File: config.mk
export PLATFORM = sky130hd
export DESIGN_NAME = cmptrm_top
export DESIGN_NICKNAME = d
export VERILOG_FILES = /design/src/inc/cmptrm_pkg.sv /design/src/verilog/cmptrm_top.sv /design/src/verilog/cmptrm_sync.sv /design/src/verilog/cmptrm_chan.sv
export VERILOG_INCLUDE_DIRS = /design/src /design/src/inc
export SDC_FILE = /design/constraint.sdc
export NUM_CORES = 1
export LEC_CHECK = 0
export ABC_CLOCK_PERIOD_IN_PS = 1600
export BUFFER_PORTS_ARGS = -buffer_cell sky130_fd_sc_hd__buf_2
export CORE_MARGIN = 5
export CORE_UTILIZATION = 30
export DETAILED_ROUTE_END_ITERATION = 8
export PLACE_DENSITY_LB_ADDON = 0.1
export SLEW_MARGIN = 40
export SYNTH_ARGS = -nofsm -noshare
export SYNTH_HDL_FRONTEND = slang
export SYNTH_HIERARCHICAL = 1
export SYNTH_SLANG_ARGS = --single-unit
File: constraint.sdc
create_clock -name CLK_IN -period 1.6 [get_ports CLK_IN]
set_clock_uncertainty 0.05 [all_clocks]
set_input_delay 0.16 -clock CLK_IN [delete_from_list [all_inputs] [get_ports CLK_IN]]
set_output_delay 0.16 -clock CLK_IN [all_outputs]
set_load 0.01 [all_outputs]
File: src/inc/cmptrm_map.svh
// Register map, field positions, reset values and write masks
// Assumes inclusion by the design files by bare name
// What this block does
// - Mode bit: zero normal, one calibration
// - Reference bit: zero negative, one positive
// - Trim register top bit reads zero
// - Result change sets interrupt flag
// - Flag and enable raise interrupt
// - Interrupt follows internal result, not pin
// - Flag newly set in sleep wakes processor
// - Comparator and flags stay active asleep
// - Result sense follows invert select
// - Disabled comparator powered off, result zero
// - Hysteresis on normal, off in calibration
`ifndef CMPTRM_MAP_SVH
`define CMPTRM_MAP_SVH
// ********************
// Register offsets
// ********************
`define CMPTRM_CTRL0 4'h0
`define CMPTRM_TRIM0 4'h1
`define CMPTRM_CTRL1 4'h2
`define CMPTRM_TRIM1 4'h3
`define CMPTRM_STAT 4'h4
`define CMPTRM_MASK 4'h5
// ********************
// Fields and resets
// ********************
`define CMPTRM_EN_BIT 6
`define CMPTRM_POL_BIT 5
`define CMPTRM_RES_BIT 4
`define CMPTRM_OFM_BIT 6
`define CMPTRM_RSP_BIT 5
`define CMPTRM_CTRL_RST 8'h00
`define CMPTRM_TRIM_RST 8'h10
`define CMPTRM_CTRL_WMASK 8'h6C
`define CMPTRM_TRIM_WMASK 8'h7F
`endif

File: src/inc/cmptrm_pkg.sv
// Types shared by the comparator trim block
// Assumes nothing beyond a SystemVerilog compiler
package cmptrm_pkg;
	typedef logic [7:0] cmptrm_byte_t;
	typedef logic [3:0] cmptrm_addr_t;
	typedef logic [4:0] cmptrm_trim_t;
endpackage

File: src/verilog/cmptrm_top.sv
// Top of the two-channel comparator trim and interrupt block
// Assumes a one-cycle strobe register port and analog comparators outside
//
// Our own choices: the register offsets and the address-and-strobe port.
`timescale 1ns/1ps
`include "cmptrm_map.svh"
module cmptrm_top (
	input wire logic CLK_IN, // System clock 100 MHz
	input wire logic RSTN_IN, // Synchronous reset, low
	input wire cmptrm_pkg::cmptrm_addr_t ADDR_IN, // Register address
	input wire cmptrm_pkg::cmptrm_byte_t WDATA_IN, // Write data
	input wire logic WR_IN, // Write strobe
	input wire logic RD_IN, // Read strobe
	input wire logic SLEEP_IN, // Processor in sleep or idle
	input wire logic [1:0] RAW_IN, // Analog decisions, plus over minus
	output cmptrm_pkg::cmptrm_byte_t RDATA_OUT, // Read data
	output logic IRQ_OUT, // Interrupt level
	output logic WAKE_OUT, // Wake request, one-cycle pulse when a flag newly sets in sleep, one pulse if both set together
	output logic [1:0] POWER_OUT, // Analog power enables
	output logic [1:0] HYST_OUT, // Hysteresis enables
	output logic [1:0] REF_POS_OUT, // Calibration reference positive
	output logic [9:0] TRIM_OUT // Trim codes, channel 1 high
);
	import cmptrm_pkg::*;
	logic [7:0] ctrl_rd [2];
	logic [7:0] trim_rd [2];
	logic [1:0] change;
	logic [1:0] pwr, hyst, refp;
	logic [4:0] code [2];
	logic [1:0] stat;
	logic [1:0] mask;
	wire [1:0] next_stat;
	wire [7:0] rsel;
	wire [1:0] next_mask;
	wire [1:0] ctrl_we;
	wire [1:0] trim_we;
	wire wr_stat;
	wire wr_mask;
	wire [1:0] new_flag;
	// ********************
	// Channels
	// ********************
	for (genvar i = 0; i < 2; i++) begin : g_ch
		// Even addresses 0 and 2 hold control, odd ones 1 and 3 trim
		assign ctrl_we[i] = WR_IN && ADDR_IN == 4'(2 * i);
		assign trim_we[i] = WR_IN && ADDR_IN == 4'(2 * i + 1);
		cmptrm_chan u_ch (
			.clk_in(CLK_IN),
			.rstn_in(RSTN_IN),
			.raw_in(RAW_IN[i]),
			.ctrl_we_in(ctrl_we[i]),
			.trim_we_in(trim_we[i]),
			.wdata_in(WDATA_IN),
			.ctrl_out(ctrl_rd[i]),
			.trim_out(trim_rd[i]),
			.change_out(change[i]),
			.power_on_out(pwr[i]),
			.hyst_on_out(hyst[i]),
			.ref_pos_out(refp[i]),
			.trim_code_out(code[i])
		);
	end
	// Status and mask write decode
	assign wr_stat = WR_IN && ADDR_IN == `CMPTRM_STAT;
	assign wr_mask = WR_IN && ADDR_IN == `CMPTRM_MASK;
	assign next_stat = change | (stat & ~(wr_stat ? WDATA_IN[1:0] : 2'b00));
	// a mask write counts at once, so the level never lags the register
	assign next_mask = wr_mask ? WDATA_IN[1:0] : mask;
	// only a flag that rises is news; one already high swallows the event
	assign new_flag = change & ~stat;
	// Read select, unmapped reads zero
	assign rsel = (ADDR_IN == `CMPTRM_CTRL0) ? ctrl_rd[0] :
		(ADDR_IN == `CMPTRM_TRIM0) ? trim_rd[0] :
		(ADDR_IN == `CMPTRM_CTRL1) ? ctrl_rd[1] :
		(ADDR_IN == `CMPTRM_TRIM1) ? trim_rd[1] :
		(ADDR_IN == `CMPTRM_STAT) ? {6'h00, stat} :
		(ADDR_IN == `CMPTRM_MASK) ? {6'h00, mask} : 8'h00;
	// ********************
	// Status, mask, outputs
	// ********************
	// masked interrupt
	always_ff @(posedge CLK_IN) begin
		if (!RSTN_IN) begin
			stat <= 2'b00;
			mask <= 2'b00;
			RDATA_OUT <= 8'h00;
			IRQ_OUT <= 1'b0;
			WAKE_OUT <= 1'b0;
			POWER_OUT <= 2'b00;
			HYST_OUT <= 2'b00;
			REF_POS_OUT <= 2'b00;
			TRIM_OUT <= 10'h000;
		end else begin
			stat <= next_stat;
			mask <= next_mask;
			RDATA_OUT <= RD_IN ? rsel : 8'h00;
			IRQ_OUT <= |(next_stat & next_mask);
			// wake on a fresh flag only
			WAKE_OUT <= SLEEP_IN & |new_flag;
			POWER_OUT <= pwr;
			HYST_OUT <= hyst;
			REF_POS_OUT <= refp;
			TRIM_OUT <= {code[1], code[0]};
		end
	end
	// ********************
	// Assertions
	// ********************
	// change sets flag
	property p_set;
		@(posedge CLK_IN) disable iff (!RSTN_IN) change[0] |=> stat[0];
	endproperty
	a_set: assert property (p_set)
		else $error("flag not set");
	property p_set1;
		@(posedge CLK_IN) disable iff (!RSTN_IN) change[1] |=> stat[1];
	endproperty
	a_set1: assert property (p_set1)
		else $error("flag one not set");
	property p_keep;
		@(posedge CLK_IN) disable iff (!RSTN_IN) (stat[0] && !(wr_stat && WDATA_IN[0])) |=> stat[0];
	endproperty
	a_keep: assert property (p_keep)
		else $error("flag dropped by itself");
	property p_clear;
		@(posedge CLK_IN) disable iff (!RSTN_IN) (wr_stat && WDATA_IN[0] && !change[0]) |=> !stat[0];
	endproperty
	a_clear: assert property (p_clear)
		else $error("flag not cleared");
	property p_irq;
		@(posedge CLK_IN) disable iff (!RSTN_IN) IRQ_OUT == |(stat & mask);
	endproperty
	a_irq: assert property (p_irq)
		else $error("irq mismatch");
	property p_wake;
		@(posedge CLK_IN) disable iff (!RSTN_IN) (SLEEP_IN && new_flag != 2'b00) |=> WAKE_OUT;
	endproperty
	a_wake: assert property (p_wake)
		else $error("no wake");
	property p_no_wake;
		@(posedge CLK_IN) disable iff (!RSTN_IN) (!SLEEP_IN || new_flag == 2'b00) |=> !WAKE_OUT;
	endproperty
	a_no_wake: assert property (p_no_wake)
		else $error("wake without new flag");
	property p_pwr_off;
		@(posedge CLK_IN) disable iff (!RSTN_IN)
			(ctrl_we[0] && !WDATA_IN[`CMPTRM_EN_BIT]) |=> ##1 !POWER_OUT[0];
	endproperty
	a_pwr_off: assert property (p_pwr_off)
		else $error("power not removed");
	property p_hyst_out;
		@(posedge CLK_IN) disable iff (!RSTN_IN)
			(trim_we[0] && WDATA_IN[`CMPTRM_OFM_BIT]) |=> ##1 !HYST_OUT[0];
	endproperty
	a_hyst_out: assert property (p_hyst_out)
		else $error("hysteresis left on");
	property p_ref;
		@(posedge CLK_IN) disable iff (!RSTN_IN)
			trim_we[0] |=> ##1 REF_POS_OUT[0] == $past(WDATA_IN[`CMPTRM_RSP_BIT], 2);
	endproperty
	a_ref: assert property (p_ref)
		else $error("reference pin wrong");
	property p_rd_top;
		@(posedge CLK_IN) disable iff (!RSTN_IN)
			(RD_IN && (ADDR_IN == `CMPTRM_TRIM0 || ADDR_IN == `CMPTRM_TRIM1)) |=> !RDATA_OUT[7];
	endproperty
	a_rd_top: assert property (p_rd_top)
		else $error("trim top bit read high");
	// codes reach the pins; skipped on the edge after reset, whose outputs are still zero
	property p_trim;
		@(posedge CLK_IN) disable iff (!RSTN_IN)
			$past(RSTN_IN) |-> TRIM_OUT == {$past(code[1]), $past(code[0])};
	endproperty
	a_trim: assert property (p_trim)
		else $error("trim not driven");
endmodule

File: src/verilog/cmptrm_sync.sv
// Two flip-flop synchroniser for one raw analog comparator decision
// Assumes the input is asynchronous to CLK_IN
`timescale 1ns/1ps
module cmptrm_sync (
	input wire logic clk_in, // System clock
	input wire logic rstn_in, // Synchronous reset, low
	input wire logic d_in, // Raw level
	output logic q_out // Synchronised level
);
	logic s1;
	// ********************
	// Two stages
	// ********************
	// First stage only feeds the second
	always_ff @(posedge clk_in) begin
		if (!rstn_in) begin
			s1 <= 1'b0;
			q_out <= 1'b0;
		end else begin
			s1 <= d_in;
			q_out <= s1;
		end
	end
endmodule

File: src/verilog/cmptrm_chan.sv
// One comparator channel: control, trim, result and change event
// Assumes register writes decoded by the top module
`timescale 1ns/1ps
`include "cmptrm_map.svh"
module cmptrm_chan (
	input wire logic clk_in, // System clock
	input wire logic rstn_in, // Synchronous reset, low
	input wire logic raw_in, // Asynchronous analog decision, plus over minus
	input wire logic ctrl_we_in, // Control register write
	input wire logic trim_we_in, // Trim register write
	input wire logic [7:0] wdata_in, // Write data
	output logic [7:0] ctrl_out, // Control register read value
	output logic [7:0] trim_out, // Trim register read value
	output logic change_out, // Result changed this cycle
	output logic power_on_out, // Analog power enable
	output logic hyst_on_out, // Analog hysteresis enable
	output logic ref_pos_out, // Calibration reference positive
	output logic [4:0] trim_code_out // Analog offset trim
);
	logic [7:0] ctrl;
	logic [7:0] trim;
	logic raw_sync;
	logic result;
	wire next_result;
	cmptrm_sync u_sync (
		.clk_in(clk_in),
		.rstn_in(rstn_in),
		.d_in(raw_in),
		.q_out(raw_sync)
	);
	assign next_result = ctrl[`CMPTRM_EN_BIT] & (raw_sync ^ ctrl[`CMPTRM_POL_BIT]);
	// ********************
	// Registers
	// ********************
	// mode bit storage
	always_ff @(posedge clk_in) begin
		if (!rstn_in) begin
			ctrl <= `CMPTRM_CTRL_RST;
			trim <= `CMPTRM_TRIM_RST;
			result <= 1'b0;
		end else begin
			if (ctrl_we_in)
				ctrl <= wdata_in & `CMPTRM_CTRL_WMASK;
			if (trim_we_in)
				trim <= wdata_in & `CMPTRM_TRIM_WMASK;
			result <= next_result;
		end
	end
	assign change_out = result ^ next_result;
	assign ctrl_out = {ctrl[7:5], result, ctrl[3:0]};
	assign trim_out = trim;
	assign power_on_out = ctrl[`CMPTRM_EN_BIT];
	assign hyst_on_out = ~trim[`CMPTRM_OFM_BIT];
	assign ref_pos_out = trim[`CMPTRM_RSP_BIT];
	assign trim_code_out = trim[4:0];
	// ********************
	// Assertions
	// ********************
	// top bit reads zero
	property p_trim_top;
		@(posedge clk_in) disable iff (!rstn_in) trim_out[7] == 1'b0;
	endproperty
	a_trim_top: assert property (p_trim_top)
		else $error("trim top bit set");
	property p_off_zero;
		@(posedge clk_in) disable iff (!rstn_in) !ctrl[`CMPTRM_EN_BIT] |=> !result;
	endproperty
	a_off_zero: assert property (p_off_zero)
		else $error("result not zero when off");
	property p_hyst;
		@(posedge clk_in) disable iff (!rstn_in)
			trim_we_in |=> hyst_on_out == !$past(wdata_in[`CMPTRM_OFM_BIT]);
	endproperty
	a_hyst: assert property (p_hyst)
		else $error("hysteresis wrong");
	property p_mode;
		@(posedge clk_in) disable iff (!rstn_in)
			trim_we_in |=> trim_out[`CMPTRM_OFM_BIT] == $past(wdata_in[`CMPTRM_OFM_BIT]);
	endproperty
	a_mode: assert property (p_mode)
		else $error("mode bit not stored");
	property p_ref_sel;
		@(posedge clk_in) disable iff (!rstn_in)
			trim_we_in |=> ref_pos_out == $past(wdata_in[`CMPTRM_RSP_BIT]);
	endproperty
	a_ref_sel: assert property (p_ref_sel)
		else $error("reference select wrong");
	property p_change;
		@(posedge clk_in) disable iff (!rstn_in) change_out |=> result != $past(result);
	endproperty
	a_change: assert property (p_change)
		else $error("change without result toggle");
endmodule

==> metrics <==
CTS clk-pin slew, worst paths=0.07 ns; Inst Count DP=369; DIE AREA=0.00977 sq mm; post-cts sizing count=0; ant diodes=0; Worst Hold Depth=3; Starting Density=0.308; Worst Hold End=g_ch[1].u_ch/trim_out[2]$_SDFFE_PN0P_; syn avg cell area=~9.9 sq um; Final Max Tran Viols=0; maxcap violations=0; via/cell ratio=between 4 and 5; leakage power figure=1.24 nW; Sink Count=58; Reg2Reg Launch Point=g_ch[1].u_ch/ctrl[5]$_SDFFE_PN0P_; Total Wirelength=5370 um; Die W=98.8 um; Finished Core Util=0.372; die height=98.8 um; I/O Buffers=43; Avg WL per Cell=13.8 um; hold_sp=WDATA_IN[2]; vias in the first global route=1694; drt first-iter violations=43; residual DRC count=0; maximum clock rate=760 MHz; CP peak stage delay=0.36 ns; status=finished, final reports clean; number of vias in the routed layout=1631; # IOs=45; slowest CP cell=dfxtp_1; cts hold-fix bufs=4; Row Count=32; CTS H-tree depth=3; final setup fails=0; Post-Layout Cell Count=389; CTS tree=built; Worst Path Class, Setup=reg -> reg; largest net degree at the start of global routing=14; Cell variety after synth=30; synthesized flop and latch total=58; hold crit path type=in -> reg; postcts setup bufs=0; fin crit period=about 1.3 ns; Synth area leaders=dfxtp_1 (49%), mux2i_1 (14%), buf_4 (8.9%); post-synthesis cell area=0.00237 sq mm; Seq/Total Area, Yosys=0.490; Worst EP required=1.77 ns; crit-path cells=xor2_1, nand2_1, xnor2_1, o21ai_0, o32ai_1; GRT overflow=0; Critical Path AT=1.48 ns; Worst Hold Slack=0.0662 ns; P per Cell Area=1070 mW/mm^2; Total Routing Usage GR=0.122; Synth top area share=0.490; CTS Root Cell=clkbuf_8; cell taking the most area after synthesis=dfxtp_1; FILL cells=around 850; initial antenna violation count=0; Post-DP HPWL=3840 um; Worst IR Drop VDD=about 390 uV; Critical Path Sink Type=flip-flop; worst-path fanout max=3; Syn-to-layout area delta=20.7%; Post-Syn Instances=239; global-route wire length before repair=a little under 9000 um; Setup crit start kind=flip-flop; final RePlAce weighted congestion=0.761; CTS max path bufs=2; final period utilization=0.823; nets@finish=301; TritonRoute pass-1 iters=2; RR Endpoint=IRQ_OUT$_SDFF_PN0_; R2R depth=5; Yosys warnings=6; Core Region=0.00769 sq mm; Routed Antenna Nets=0; setup tns final=0 ns; CTS Buf Count=9; RSZ-0062 raised after global routing=false; layout cells sized above 1=0.268; worst skew pair latency=about 0.34 ns; final hold vios=0; Reg2Reg Setup Slack=approximately 0.28 ns
==> state kept, by name, indices dropped and copies added, names as in the netlist <==
| signal | flops |
|---|---|
| g_ch.u_ch/u_sync/q_out | 2 |
| HYST_OUT | 2 |
| RDATA_OUT | 8 |
| POWER_OUT | 2 |
| g_ch.u_ch/ctrl | 8 |
| stat | 2 |
| g_ch.u_ch/trim_out | 14 |
| mask | 2 |
| g_ch.u_ch/u_sync/s1 | 2 |
| REF_POS_OUT | 2 |
| TRIM_OUT | 10 |
| WAKE_OUT | 1 |
| g_ch.u_ch/result | 2 |
| IRQ_OUT | 1 |
==> per-layer routing <==
metal  vias to the layer above  track usage  share of wire
li1                        838            -              -
met1                       748        0.150           0.47
met2                        33        0.189           0.46
met3                        12       0.0311          0.042
met4                         0       0.0756          0.028
met5                         -            0              0
==> placed cells by master (no fill, tap or decap), types with 2 or more instances in the layout <==
| cell | netlist | layout |
|---|---|---|
| buf_4 | 28 | 15 |
| buf_2 | 5 | 43 |
| nor2b_1 | 3 | 3 |
| dfxtp_1 | 58 | 58 |
| o32ai_1 | 2 | 2 |
| a21oi_1 | 3 | 3 |
| and2_1 | 20 | 20 |
| xnor2_1 | 2 | 2 |
| nor2_1 | 34 | 34 |
| nand3_1 | 2 | 2 |
| xor2_1 | 2 | 2 |
| nand2_1 | 10 | 10 |
| dlygate4sd3_1 | 0 | 4 |
| nor3b_1 | 2 | 2 |
| clkbuf_8 | 0 | 11 |
| o21ai_0 | 2 | 2 |
| mux4_2 | 2 | 2 |
| o221ai_1 | 5 | 5 |
| inv_1 | 10 | 10 |
| clkbuf_1 | 2 | 3 |
| conb_1 | 2 | 8 |
| mux2i_1 | 33 | 33 |
==> critical path: cells and delay by family (launching register included) <==
family,cells,cell delay (ns)
flip-flops,1,0.36
AO/OA/AOI/OAI,2,0.37
AND/OR/NAND/NOR,1,0.11
XOR/XNOR,2,0.31
==> cells in the mapped netlist, drive strengths merged <==
master,n
inv,10
mux4,2
nor2,34
a21oi,3
and4b,1
a22oi,1
nand3b,1
nand2b,1
or4,1
nand2,10
o32ai,2
o21ai,2
nor3b,2
xor2,2
nor4,2
buf,33
mux2i,33
and2,20
and3,1
xnor2,2
clkbuf,4
conb,2
dfxtp,58
a31oi,1
nand3,2
o221ai,5
nor2b,3
and4bb,1
==> worst max-delay path by stage <==
stage | start | end | depth (start not counted)
after global placement | ADDR_IN[1] | g_ch[1].u_ch/trim_out[2]$_SDFFE_PN0P_ | 7
after floorplan | ADDR_IN[0] | g_ch[0].u_ch/ctrl[2]$_SDFFE_PN0P_ | 7
final | g_ch[1].u_ch/ctrl[5]$_SDFFE_PN0P_ | IRQ_OUT$_SDFF_PN0_ | 5
after CTS | g_ch[1].u_ch/ctrl[5]$_SDFFE_PN0P_ | IRQ_OUT$_SDFF_PN0_ | 5
after detailed placement | ADDR_IN[1] | g_ch[1].u_ch/trim_out[0]$_SDFFE_PN0P_ | 7
after global routing | g_ch[1].u_ch/ctrl[5]$_SDFFE_PN0P_ | IRQ_OUT$_SDFF_PN0_ | 5
==> kinds of logic after synthesis <==
group	Yosys count	share of synthesized area
DFF	58	0.490
and+or+nand+nor	79	0.168
muxes	35	0.159
AOI/OAI and AO/OA	14	0.0423
xor gates and xnor gates	4	0.0148
other	2	0.00317
buffers and inverters	47	0.123
==> area by class of cell <==
| type | count | area, sq um | share of cell area |
|---|---|---|---|
| clock buffer | 14 | 163 | 0.0569 |
| clock inverter | 2 | 35.0 | 0.0123 |
| inverter | 10 | 37.5 | 0.0131 |
| multi-input combinational | 140 | 945 | 0.331 |
| sequential | 58 | 1160 | 0.406 |
| tap | 102 | 128 | 0.0447 |
| timing repair buffer | 63 | 388 | 0.136 |
==> stage by stage <==
step / setup slack, ns / total power [mW] / cell area (sq um)
final: 0.284 / 3.04 / 2860
after global routing: 0.0948 / 3.20 / 2860
after CTS: 0.233 / 3.10 / 2860
after detailed placement: 0.111 / 1.71 / 2620
after global placement: 0.110 / 1.71 / 2620
after floorplan: 0.132 / 1.64 / 2390
==> power breakdown <==
| part | leakage [nW] | internal, mW | switching (mW) |
|---|---|---|---|
| Clock | 0.101 | 0.804 | 0.556 |
| Sequential | 0.470 | 1.47 | 0.00895 |
| Combinational | 0.668 | 0.0933 | 0.113 |
| Total | 1.24 | 2.37 | 0.678 |
Note: power is estimated with default switching activity, not from simulation.
